**config.mk**
```make
export PLATFORM = sky130hd
export DESIGN_NAME = rfs_reset_flag
export DESIGN_NICKNAME = d
export VERILOG_FILES = /design/src/design/rfs_pkg.sv /design/src/design/rfs_reset_flag.sv
export VERILOG_INCLUDE_DIRS = /design/src /design/src/design
export SDC_FILE = /design/constraint.sdc
export NUM_CORES = 1
export LEC_CHECK = 0
export BUFFER_PORTS_ARGS = -buffer_cell sky130_fd_sc_hd__buf_4
export CORE_AREA = 5 5 72 74
export CTS_CLUSTER_DIAMETER = 50
export DETAILED_ROUTE_END_ITERATION = 8
export DIE_AREA = 0 0 77 79
export HOLD_SLACK_MARGIN = 0.15
export PLACE_DENSITY = 0.76
export SYNTH_ARGS = -nofsm -noshare
export SYNTH_HDL_FRONTEND = slang
export SYNTH_SLANG_ARGS = --single-unit
export TNS_END_PERCENT = 100
```
**constraint.sdc**
```tcl
create_clock -name sys_clk_i -period 1.5 [get_ports sys_clk_i]
set_input_delay 0.375 -clock sys_clk_i [delete_from_list [all_inputs] [get_ports sys_clk_i]]
set_output_delay 0.375 -clock sys_clk_i [all_outputs]
set_load 0.01 [all_outputs]
```
**src/design/rfs_defines.svh**
```systemverilog
// Constants for the reset flag and sync select block.
// Assumes a 10 MHz system clock and a plain strobe register port.
`ifndef RFS_DEFINES_SVH
`define RFS_DEFINES_SVH

// Register offsets
`define RFS_ADDR_ENABLE   4'h0
`define RFS_ADDR_FLAG     4'h1
`define RFS_ADDR_ORIGIN   4'h2
`define RFS_ADDR_SYNCCFG  4'h3
`define RFS_ADDR_CRATE    4'h4
`define RFS_ADDR_IRQ_STAT 4'h5
`define RFS_ADDR_IRQ_MASK 4'h6
`define RFS_ADDR_SWRESET  4'h7

// Source bit positions in enable and request fields and in the processor origin
`define RFS_SRC_PROC_FAIL 0
`define RFS_SRC_PROC_SW   1
`define RFS_SRC_PROC_FP   2
`define RFS_SRC_BRD_SW    3
`define RFS_SRC_BRD_FP    4
`define RFS_SRC_BRD_WDOG  5

// Reset values: only the two front panel sources enabled
`define RFS_ENABLE_RST    6'h14
`define RFS_CRATE_RST     8'h00

// Interrupt status bit positions
`define RFS_IRQ_PROC      0
`define RFS_IRQ_BRD       1

// Sync clock timing
`define RFS_SYS_CLK_HZ    10000000
`define RFS_SYNC_CLK_HZ   1250000
`define RFS_SYNC_HALF     (`RFS_SYS_CLK_HZ / (2 * `RFS_SYNC_CLK_HZ))

`endif

```
**src/design/rfs_pkg.sv**
```systemverilog
// Types for the reset flag and sync select block.
// Assumes rfs_defines.svh is compiled alongside.
package rfs_pkg;

    // Register port request from software
    typedef struct packed {
        logic [3:0] addr;
        logic [7:0] wdata;
        logic       wr;
        logic       rd;
    } rfs_req_s;

    // Section reset outputs
    typedef struct packed {
        logic proc;
        logic brd;
    } rfs_sect_s;

endpackage : rfs_pkg

```
**src/design/rfs_reset_flag.sv**
```systemverilog
// Reset source enables, reset flag, last reset origin, sync clock select.
// Assumes synchronous inputs on sys_clk_i and a strobe register port.
//
// Summary of operation
// RULE_01: Flag sets on first enabled source request.
// RULE_02: Disabled sources never reset their section.
// RULE_03: Reset enables only both front panel sources.
// RULE_04: Flag LED follows the reset flag.
// RULE_05: Processor sources: failure, software, front panel.
// RULE_06: Board sources: software, front panel, watchdog.
// RULE_07: Last reset origin kept per section.
// RULE_08: Master makes 1.25 MHz clock, drives it, LED on.
// RULE_09: Slave takes sync clock as input, LED off.
// RULE_10: Configurable crate number register held.
// RULE_11: Flag sticky until reset or enable rewrite.
`include "rfs_defines.svh"
`timescale 1ns/1ns
`default_nettype none

module rfs_reset_flag #(
    parameter int SYNC_HALF = `RFS_SYNC_HALF  // System cycles per sync half period
) (
    input  wire logic        sys_clk_i,         // 10 MHz system clock
    input  wire logic        reset_i,           // Power-up reset, async, high
    input  wire logic [3:0]  reg_addr_i,        // Register address
    input  wire logic [7:0]  reg_wdata_i,       // Write data
    input  wire logic        reg_wr_i,          // Write strobe
    input  wire logic        reg_rd_i,          // Read strobe
    output logic      [7:0]  reg_rdata_o,       // Read data, cycle after strobe
    input  wire logic        proc_fail_i,       // Processor failure request
    input  wire logic        proc_fp_i,         // Processor front panel request
    input  wire logic        brd_fp_i,          // Board front panel request
    input  wire logic        brd_wdog_i,        // Board watchdog request
    input  wire logic        sync_clk_i,        // Sync connector input level
    output logic             sync_clk_o,        // Sync connector output level
    output logic             sync_clk_oe_o,     // Sync connector output enable
    output logic             supply_unit_sync_clock_o, // Clock used for supplies
    output logic             master_led_o,      // Master LED
    output logic             reset_flag_o,      // Reset indicator output
    output logic             reset_flag_led_o,  // Reset indicator LED
    output logic             processor_section_reset_o, // Processor reset pulse
    output logic             board_section_reset_o,     // Board reset pulse
    output logic             irq_o              // Level interrupt
);

    ////////////////////////////////////////////////////////////////////////////
    // Register port decode

    rfs_pkg::rfs_req_s req;                     // Bundled software request
    assign req = '{addr: reg_addr_i, wdata: reg_wdata_i, wr: reg_wr_i, rd: reg_rd_i};

    wire wr_enable  = req.wr && (req.addr == `RFS_ADDR_ENABLE);
    wire wr_crate   = req.wr && (req.addr == `RFS_ADDR_CRATE);
    wire wr_sync    = req.wr && (req.addr == `RFS_ADDR_SYNCCFG);
    wire wr_istat   = req.wr && (req.addr == `RFS_ADDR_IRQ_STAT);
    wire wr_imask   = req.wr && (req.addr == `RFS_ADDR_IRQ_MASK);
    wire wr_swreset = req.wr && (req.addr == `RFS_ADDR_SWRESET);

    ////////////////////////////////////////////////////////////////////////////
    // Source requests and enables

    logic [5:0] enable_q;                       // Per-source enable
    logic [7:0] crate_q;                        // Crate number in the chain
    logic       master_q;                       // 1: sync master, 0: slave
    logic [5:0] raw_req;                        // All six raw requests
    logic [5:0] act_req;                        // Enabled requests only

    // Software command sources are not implemented yet: the strobe register
    // pulses them so the path exists, but nothing else drives them.
    always_comb begin
        raw_req = 6'h00;
        raw_req[`RFS_SRC_PROC_FAIL] = proc_fail_i;                    // RULE_05
        raw_req[`RFS_SRC_PROC_SW]   = wr_swreset & reg_wdata_i[0];    // RULE_05
        raw_req[`RFS_SRC_PROC_FP]   = proc_fp_i;                      // RULE_05
        raw_req[`RFS_SRC_BRD_SW]    = wr_swreset & reg_wdata_i[1];    // RULE_06
        raw_req[`RFS_SRC_BRD_FP]    = brd_fp_i;                       // RULE_06
        raw_req[`RFS_SRC_BRD_WDOG]  = brd_wdog_i;                     // RULE_06
    end

    assign act_req = raw_req & enable_q;        // RULE_02

    wire [2:0] proc_act = act_req[2:0];         // Processor section sources
    wire [2:0] brd_act  = act_req[5:3];         // Board section sources
    wire       any_act  = |act_req;

    // Enables, crate number and sync mode
    always_ff @(posedge sys_clk_i or posedge reset_i) begin
        if (reset_i) begin
            enable_q <= `RFS_ENABLE_RST;        // RULE_03
            crate_q  <= `RFS_CRATE_RST;
            master_q <= 1'b1;
        end else begin
            if (wr_enable) enable_q <= reg_wdata_i[5:0];
            if (wr_crate)  crate_q  <= reg_wdata_i;   // RULE_10
            if (wr_sync)   master_q <= reg_wdata_i[0];
        end
    end

    ////////////////////////////////////////////////////////////////////////////
    // Reset flag, section resets and origin capture

    logic       flag_q;                         // Sticky reset indicator
    logic [2:0] proc_origin_q;                  // Last processor reset source
    logic [2:0] brd_origin_q;                   // Last board reset source
    logic       proc_rst_q;                     // Processor section reset pulse
    logic       brd_rst_q;                      // Board section reset pulse
    logic       flag_led_q;                     // LED copy of the flag

    // A request in the same cycle as an enable rewrite wins, so no event lost.
    wire flag_d = any_act ? 1'b1 : (wr_enable ? 1'b0 : flag_q);       // RULE_01 RULE_11

    always_ff @(posedge sys_clk_i or posedge reset_i) begin
        if (reset_i) begin
            flag_q        <= 1'b0;
            flag_led_q    <= 1'b0;
            proc_origin_q <= 3'h0;
            brd_origin_q  <= 3'h0;
            proc_rst_q    <= 1'b0;
            brd_rst_q     <= 1'b0;
        end else begin
            flag_q     <= flag_d;               // RULE_01 RULE_11
            flag_led_q <= flag_d;               // RULE_04
            proc_rst_q <= |proc_act;            // RULE_02
            brd_rst_q  <= |brd_act;             // RULE_02
            if (|proc_act) proc_origin_q <= proc_act;   // RULE_07
            if (|brd_act)  brd_origin_q  <= brd_act;    // RULE_07
        end
    end

    ////////////////////////////////////////////////////////////////////////////
    // Sync clock: divider in master mode, connector input in slave mode

    localparam int CW = $clog2(SYNC_HALF + 1);
    logic [CW-1:0] div_q;                       // Half period counter
    logic          gen_q;                       // Internally generated clock
    logic          sync_out_q;                  // Registered connector drive
    logic          sync_oe_q;                   // Registered connector enable
    logic          sync_use_q;                  // Registered clock in use
    logic          led_q;                       // Registered master LED

    wire div_wrap = (div_q == CW'(SYNC_HALF - 1));

    // Divider free runs so the master clock keeps a steady duty cycle.
    always_ff @(posedge sys_clk_i or posedge reset_i) begin
        if (reset_i) begin
            div_q <= '0;
            gen_q <= 1'b0;
        end else begin
            div_q <= div_wrap ? '0 : div_q + CW'(1);
            if (div_wrap) gen_q <= ~gen_q;      // RULE_08
        end
    end

    // Slave never drives the connector, avoiding a fight with upstream.
    always_ff @(posedge sys_clk_i or posedge reset_i) begin
        if (reset_i) begin
            sync_out_q <= 1'b0;
            sync_oe_q  <= 1'b0;
            sync_use_q <= 1'b0;
            led_q      <= 1'b0;
        end else begin
            sync_oe_q  <= master_q;             // RULE_08 RULE_09
            sync_out_q <= master_q & gen_q;     // RULE_08
            sync_use_q <= master_q ? gen_q : sync_clk_i;  // RULE_09
            led_q      <= master_q;             // RULE_08 RULE_09
        end
    end

    ////////////////////////////////////////////////////////////////////////////
    // Interrupts: section reset events, write one to clear

    logic [1:0] istat_q;                        // Sticky event bits
    logic [1:0] imask_q;                        // Interrupt enables
    logic       irq_q;                          // Registered interrupt
    wire  [1:0] ev = {|brd_act, |proc_act};
    wire  [1:0] istat_d = ev | (istat_q & ~({2{wr_istat}} & reg_wdata_i[1:0]));

    always_ff @(posedge sys_clk_i or posedge reset_i) begin
        if (reset_i) begin
            istat_q <= 2'h0;
            imask_q <= 2'h0;
            irq_q   <= 1'b0;
        end else begin
            istat_q <= istat_d;                 // Set wins over clear
            if (wr_imask) imask_q <= reg_wdata_i[1:0];
            irq_q   <= |(istat_d & (wr_imask ? reg_wdata_i[1:0] : imask_q));
        end
    end

    ////////////////////////////////////////////////////////////////////////////
    // Read data path
    // Read data are zero outside the cycle after a read strobe, so a
    // wired-or bus of several blocks needs no extra enable.
    // Reading has no side effect: status bits clear only by a write.

    logic [7:0] rsel;                           // Selected read word
    logic [7:0] rdata_q;                        // Read data register

    always_comb begin
        unique case (req.addr)
            `RFS_ADDR_ENABLE:   rsel = {2'h0, enable_q};
            `RFS_ADDR_FLAG:     rsel = {7'h00, flag_q};
            `RFS_ADDR_ORIGIN:   rsel = {1'b0, brd_origin_q, 1'b0, proc_origin_q};
            `RFS_ADDR_SYNCCFG:  rsel = {7'h00, master_q};
            `RFS_ADDR_CRATE:    rsel = crate_q;
            `RFS_ADDR_IRQ_STAT: rsel = {6'h00, istat_q};
            `RFS_ADDR_IRQ_MASK: rsel = {6'h00, imask_q};
            default:            rsel = 8'h00;   // Unmapped and write-only
        endcase
    end

    always_ff @(posedge sys_clk_i or posedge reset_i) begin
        if (reset_i) rdata_q <= 8'h00;
        else         rdata_q <= req.rd ? rsel : 8'h00;
    end

    ////////////////////////////////////////////////////////////////////////////
    // Outputs
    // Every output comes straight from a flip-flop, so the pins never glitch
    // while the request inputs or the register port settle.
    // The cost is one cycle of latency on every indication.

    assign reg_rdata_o               = rdata_q;
    assign reset_flag_o              = flag_q;
    assign reset_flag_led_o          = flag_led_q;
    assign processor_section_reset_o = proc_rst_q;
    assign board_section_reset_o     = brd_rst_q;
    assign sync_clk_o                = sync_out_q;
    assign sync_clk_oe_o             = sync_oe_q;
    assign supply_unit_sync_clock_o  = sync_use_q;
    assign master_led_o              = led_q;
    assign irq_o                     = irq_q;
endmodule : rfs_reset_flag

`default_nettype wire

```
==> results.yml, run 1 <==
status:
  status: "completed"
grt:
  top_usage_layer: "met2"
  grt_pass1_vias: 1334
  grt_pass1_wl_um: 6720
  met2_usage_pct: 22.0
  grt-ovfl-total: 0
  use_met1_pct: 18.6
  grt_usage_pct: 14.2
  grt_max_degree: 45
  grt_util_met3_pct: 3.63
  antenna_found_initial: 0
setup_path:
  critPathRequiredTime_ns: 1.68
  r2r_cells: 3
  endpoint: "irq_o"
  crit_fanout: 3
  r2r_end: "irq_o"
  reg2reg_slack_ns: 0.16
  r2r-start: "enable_q[0]"
  critical_path_class: "input pin to flop"
  crit_start: "reg_addr_i[3]"
  cp_data_arrival_time_ns: 1.55
  critPathLaunchType: "input pin"
  end_kind: "flop"
die:
  die_w_um: 77
  die_area_um2: 6080
  dieHeight_um: 79
  start_util_pct: 42.3
  io-pin-count: 38
  rows: 25
  coreArea_um2: 4540
layout:
  drive_gt1_share_pct: 43.1
  post-route-util_pct: 55.0
  fin_cells: 256
  n_fill_cell: 384
  fin_area_um2: 2490
  finalNetCount: 223
  area_growth_pct: 29.8
  diodes: 0
placed_design:
  numPlacedInstances: 247
  placed_cell_area_um2: 2360
  pre_cts_ws_ns: -0.180
  dp_hpwl_um: 3020
  port-buffer-count: 37
  place.gp.congestion: 0.818
sta:
  finalHoldViolations: 0
  max_freq_ghz: 0.733
  relSlewSlack_pct: 76.5
  tightest_slew_ns: 0.352
  worst_slack_ns: 0.135
  finalCriticalPeriod_ns: 1.36
  post-route-period-util_pct: 91.0
  setup_viol: 0
  rsz0062_at_grt: "no"
  whs_ns: 0.305
  maxSlewViolCount: 0
  tns_ns: 0
  fin_worst_skew_ns: 0.00500
routing:
  wirelength_um: 3910
  via_per_inst: 5.13
  drt_iter0_markers: 143
  vias: 1314
  first_pass_iters: 4
  routedWlPerCell_um: 15.3
  drc: 0
  ant_nets: 0
clock_tree:
  cts-root-buf: "clkbuf_8"
  clock_sinks: 44
  htree_num_levels: 2
  cts_tree: "done"
  clk_latency_ns: 0.29
  cts.path.max_buffers: 2
  postCtsSetupBuffers: 0
  cts_buffers: 5
  hold_buffers: 1
  clk_pin_slew_ns: 0.08
  ctsResizeCount: 0
synthesis:
  synth_nets: 168
  synth.distinct_cells: 35
  synth-seq-area-share_pct: 57.5
  syn_inst: 146
  synth_area_leaders: "dfrtp_1, mux2_4, dfstp_2"
  synth_area_um2: 1920
  synth_top_cell_area_share_pct: 53.4
  syn_area_per_cell_um2: 13.2
  yosysTopAreaCell: "dfrtp_1"
  synth_warnings: 0
  synth_seq_cells: 44
power:
  p_leak_nw: 1.25
  power.density_nw_per_um2: 1240
  irDropWorstVdd_mv: 0.485
  power.total_mw: 3.09
job:
  max-cap-violations: 0
min_path:
  hp-class: "input pin to flop"
==> worst min path at each step <==
stage | startpoint | to | slack (ns) | cells after the start
after floorplan | div_q[0] | div_q[0] | 0.41 | 1
after global placement | div_q[0] | div_q[0] | 0.42 | 1
after detailed placement | div_q[0] | div_q[0] | 0.42 | 1
after CTS | reg_wdata_i[7] | crate_q[7] | 0.30 | 2
after global routing | reg_wdata_i[7] | crate_q[7] | 0.30 | 2
final | reg_wdata_i[7] | crate_q[7] | 0.31 | 2
==> state kept, by name, indices dropped and copies added (netlist names) <==
| name | cells |
|---|---|
| brd_origin_q | 3 |
| proc_origin_q | 3 |
| board_section_reset_o | 1 |
| gen_q | 1 |
| reg_rdata_o | 8 |
| div_q | 3 |
| master_q | 1 |
| imask_q | 2 |
| reset_flag_led_o | 1 |
| istat_q | 2 |
| enable_q | 6 |
| crate_q | 8 |
| irq_o | 1 |
| master_led_o | 1 |
| sync_clk_o | 1 |
| supply_unit_sync_clock_o | 1 |
| processor_section_reset_o | 1 |
==> metal layers <==
layer / share of wire [%] / routed length [um]
met1: 46 / 1780
met2: 48 / 1870
met5: 0 / 0
met4: 2.0 / 77
met3: 4.6 / 179
==> where the power goes <==
part           leakage (nW)  switching (mW)  internal [mW]
logic                 0.640           0.229          0.369
clock network        0.0645           0.380          0.587
registers             0.545           0.134           1.39
==> placed cells by master, fill, tap and decap left out <==
cell type      synthesis  routed
buf_4                  2      54
dfrtp_1               41      41
nor2_1                14      14
mux2_4                14      14
nand2_1                8       8
a22o_1                 7       7
clkbuf_8               0       7
mux2i_1                5       5
a21oi_1                5       5
nor3_1                 4       4
inv_1                  4       4
mux2_2                 4       4
a22oi_1                3       3
nand2b_1               3       3
dfstp_2                3       3
nand3b_1               2       2
a21o_1                 2       2
nor2b_1                2       2
nand3_1                2       2
o32a_1                 2       2
or3_1                  1       1
or4_1                  1       1
or2_2                  1       1
mux4_1                 1       1
mux4_2                 1       1
o211ai_1               1       1
o21ai_1                1       1
nand4b_1               1       1
or2_1                  1       1
nor3b_2                1       1
and2_1                 1       1
xnor2_1                1       1
ha_1                   1       1
bufinv_16              0       1
dlygate4sd3_1          0       1
buf_12                 0       1
==> critical path, cell delays in order <==
cell and delay, ns:
buf_4 0.11, nand3b_1 0.20, nor3b_2 0.25, mux2_2 0.37, a22o_1 0.23
==> kinds of logic (layout without fill, tap and decap cells) <==
| family | Yosys count | in the layout | share of synthesized area [%] |
|---|---|---|---|
| and+or+nand+nor | 42 | 42 | 11.1 |
| DFF | 44 | 44 | 57.5 |
| adders and majority gates | 1 | 1 | 0.651 |
| muxes | 25 | 25 | 18.4 |
| buffers and inverters | 12 | 68 | 3.71 |
| AOI/OAI and AO/OA | 21 | 21 | 8.14 |
| xor gates and xnor gates | 1 | 1 | 0.456 |
==> synthesized netlist by cell type <==
| cell | count |
|---|---|
| nor3_1 | 4 |
| nand2_1 | 8 |
| o32a_1 | 2 |
| or2_2 | 1 |
| buf_6 | 2 |
| a21oi_1 | 5 |
| nand3b_1 | 2 |
| mux2_2 | 4 |
| buf_4 | 2 |
| a22o_1 | 7 |
| nand3_1 | 2 |
| buf_2 | 3 |
| inv_1 | 4 |
| mux4_1 | 1 |
| or4_1 | 1 |
| nand2b_1 | 3 |
| dfstp_2 | 3 |
| o211ai_1 | 1 |
| nand4b_1 | 1 |
| nor2b_1 | 2 |
| or3_1 | 1 |
| dfrtp_1 | 41 |
| mux2i_1 | 5 |
| nor3b_2 | 1 |
| and2_1 | 1 |
| nor2_1 | 14 |
| ha_1 | 1 |
| mux4_2 | 1 |
| mux2_4 | 14 |
| o21ai_1 | 1 |
| or2_1 | 1 |
| xnor2_1 | 1 |
| a21o_1 | 2 |
| a22oi_1 | 3 |
| clkbuf_1 | 1 |
==> layout make-up <==
| class | count | area, um2 | share of cell area [%] |
|---|---|---|---|
| clock buffer | 7 | 96.3 | 3.86 |
| clock inverter | 1 | 30.0 | 1.20 |
| inverter | 4 | 15.0 | 0.602 |
| multi-input combinational | 90 | 744 | 29.9 |
| sequential | 44 | 1100 | 44.3 |
| tap | 54 | 67.6 | 2.71 |
| timing repair buffer | 56 | 435 | 17.5 |
No activity file was read; power rests on OpenSTA's default activity.
==> run 2: changes to the inputs <==
==> constraint.sdc (replaced) <==
create_clock -name sys_clk_i -period 1.1 [get_ports sys_clk_i]
set_input_delay 0.275 -clock sys_clk_i [delete_from_list [all_inputs] [get_ports sys_clk_i]]
set_output_delay 0.275 -clock sys_clk_i [all_outputs]
set_load 0.1 [all_outputs]
==> run 2 against run 1 <==
The run now ends with setup timing left. Via count increased by 8.1%. Die area unchanged. Core utilization increased by 8.2 points. Largest cell class unchanged. First-iteration DRC count decreased by 25%. Sequential power increased by 38%. Global-route usage increased by 2.4 points. Critical path depth decreased by 3. Largest power group unchanged.
==> results.yml, run 2 (synthesis gave the netlist of run 1 again) <==
status:
  status: "complete, but fails checks"
  violations: "setup timing"
sta:
  tns_ns: -4.47
  max_freq_ghz: 0.736
  worst_slack_ns: -0.259
  finalCriticalPeriod_ns: 1.36
  relSlewSlack_pct: 78.8
  fin_worst_skew_ns: 0.00423
  maxSlewViolCount: 0
  finalHoldViolations: 0
  setup_viol: 44
  post-route-period-util_pct: 124
  rsz0062_at_grt: "yes"
  tightest_slew_ns: 0.317
setup_path:
  r2r_end: "irq_o"
  cp.buffers_inverters: 2
  crit_fanout: 3
  end_kind: "output pin"
  r2r-start: "enable_q[0]"
  cp_cell_sequence: "buf_6, buf_12"
  crit_start: "reset_flag_led_o"
  critPathLaunchType: "flop"
  critical_path_class: "flop to output pin"
  cp_data_arrival_time_ns: 1.08
  max_stage_delay_ns: 0.48
  r2r_cells: 3
  reg2reg_slack_ns: -0.23
  cp_top_family: "flip-flops"
  critPathRequiredTime_ns: 0.82
  crit_path_top_delay_cell: "dfrtp_4"
die:
  coreArea_um2: 4540
  die_w_um: 77
  io-pin-count: 38
  dieHeight_um: 79
  rows: 25
  start_util_pct: 42.3
  die_area_um2: 6080
routing:
  vias: 1421
  drt_iter0_markers: 107
  drc: 0
  wirelength_um: 4740
  via_per_inst: 5.15
  ant_nets: 0
  routedWlPerCell_um: 17.2
  first_pass_iters: 4
placed_design:
  place.gp.congestion: 0.896
  port-buffer-count: 37
  dp_hpwl_um: 3230
  pre_cts_ws_ns: -0.502
layout:
  diodes: 0
  mostFrequentLayoutCell: "buf_4"
  area_growth_pct: 49.3
  post-route-util_pct: 63.2
  drive_gt1_share_pct: 61.7
  final_cell_mix: "buf_4, dfrtp_1, buf_6"
  finalNetCount: 243
grt:
  grt_pass1_vias: 1533
  grt_usage_pct: 16.6
  grt-ovfl-total: 0
  grt_max_degree: 26
  antenna_found_initial: 0
  grt_pass1_wl_um: 7760
power:
  sw_frac_of_total_pct: 33.3
  irDropWorstVdd_mv: 0.668
  power_frac_clock_pct: 21.3
  power_frac_comb_pct: 35.6
  p_switching_mw: 1.62
  seq_power_share_pct: 43.0
  p_leak_nw: 1.38
  p_int_mw: 3.25
  power.density_nw_per_um2: 1700
clock_tree:
  htree_num_levels: 2
  cts_buffers: 5
  clk_latency_ns: 0.30
  cts_tree: "done"
  cts.path.max_buffers: 2
  clk_pin_slew_ns: 0.08
  clock_sinks: 44
  cts-root-buf: "clkbuf_8"
min_path:
  hp-class: "input pin to flop"
  whs_path_depth: 2
  worstHoldEndpoint: "supply_unit_sync_clock_o"
  min_from: "sync_clk_i"
job:
  max-cap-violations: 0
## run 2: worst max path at each step
stage,to,slack [ns],depth (start not counted)
2_1_floorplan,crate_q[0],-0.27,4
3_3_place_gp,crate_q[4],-0.50,5
3_5_place_dp,crate_q[1],-0.50,5
4_1_cts,reset_flag_o,-0.26,2
5_1_grt,reset_flag_led_o,-0.28,2
6_report,reset_flag_led_o,-0.26,2
## run 2: power by group through the flow
stage | Sequential (mW) | Combinational, mW | Clock (mW)
floorplan | 2.45 | 0.625 | 0
global placement | 2.08 | 1.43 | 0
detailed placement | 2.09 | 1.46 | 0
CTS | 2.08 | 1.65 | 1.05
global route | 2.13 | 1.83 | 1.14
finish | 2.10 | 1.74 | 1.04
## run 2: per-stage QoR
stage / cells / hold slack, ns / total power [mW] / area, um2
floorplan: 146 / 0.278 / 3.07 / 1990
global placement: 261 / 0.340 / 3.51 / 2500
detailed placement: 261 / 0.345 / 3.54 / 2500
CTS: 275 / 0.196 / 4.78 / 2790
global route: 276 / 0.202 / 5.10 / 2870
finish: 276 / 0.203 / 4.88 / 2870
## run 2: layout make-up
type | count | area, um2
clock buffers | 6 | 82.6
clock inverters | 2 | 10.0
fillers | 325 | 1670
inverters | 4 | 18.8
multi-input cells | 90 | 815
flip-flops and latches | 44 | 1130
well taps | 54 | 67.6
repair buffers | 76 | 744
## run 2: timing repair
action / 4_1_cts / 5_1_grt
setup buffers: 5 / 2
setup endpoints to repair: 43 / 47
gates resized for setup: 42 / 17
pin swaps: 6 / 5
endpoints found under the hold margin: 41 / 0
hold buffers: 1 / 0
## run 2: worst reg2reg max path, stage by stage (launching register included)
cell and delay [ns]:
dfrtp_1 0.42, a22o_1 0.26, o32a_1 0.32, a22o_1 0.22
## run 2: metal layers
metal	vias up	part of all wire (%)	global-route usage, %
li1	663	-	-
met1	715	42	20.3
met2	35	52	28.1
met3	8	3.2	2.38
met4	0	2.4	9.45
met5	-	0	0
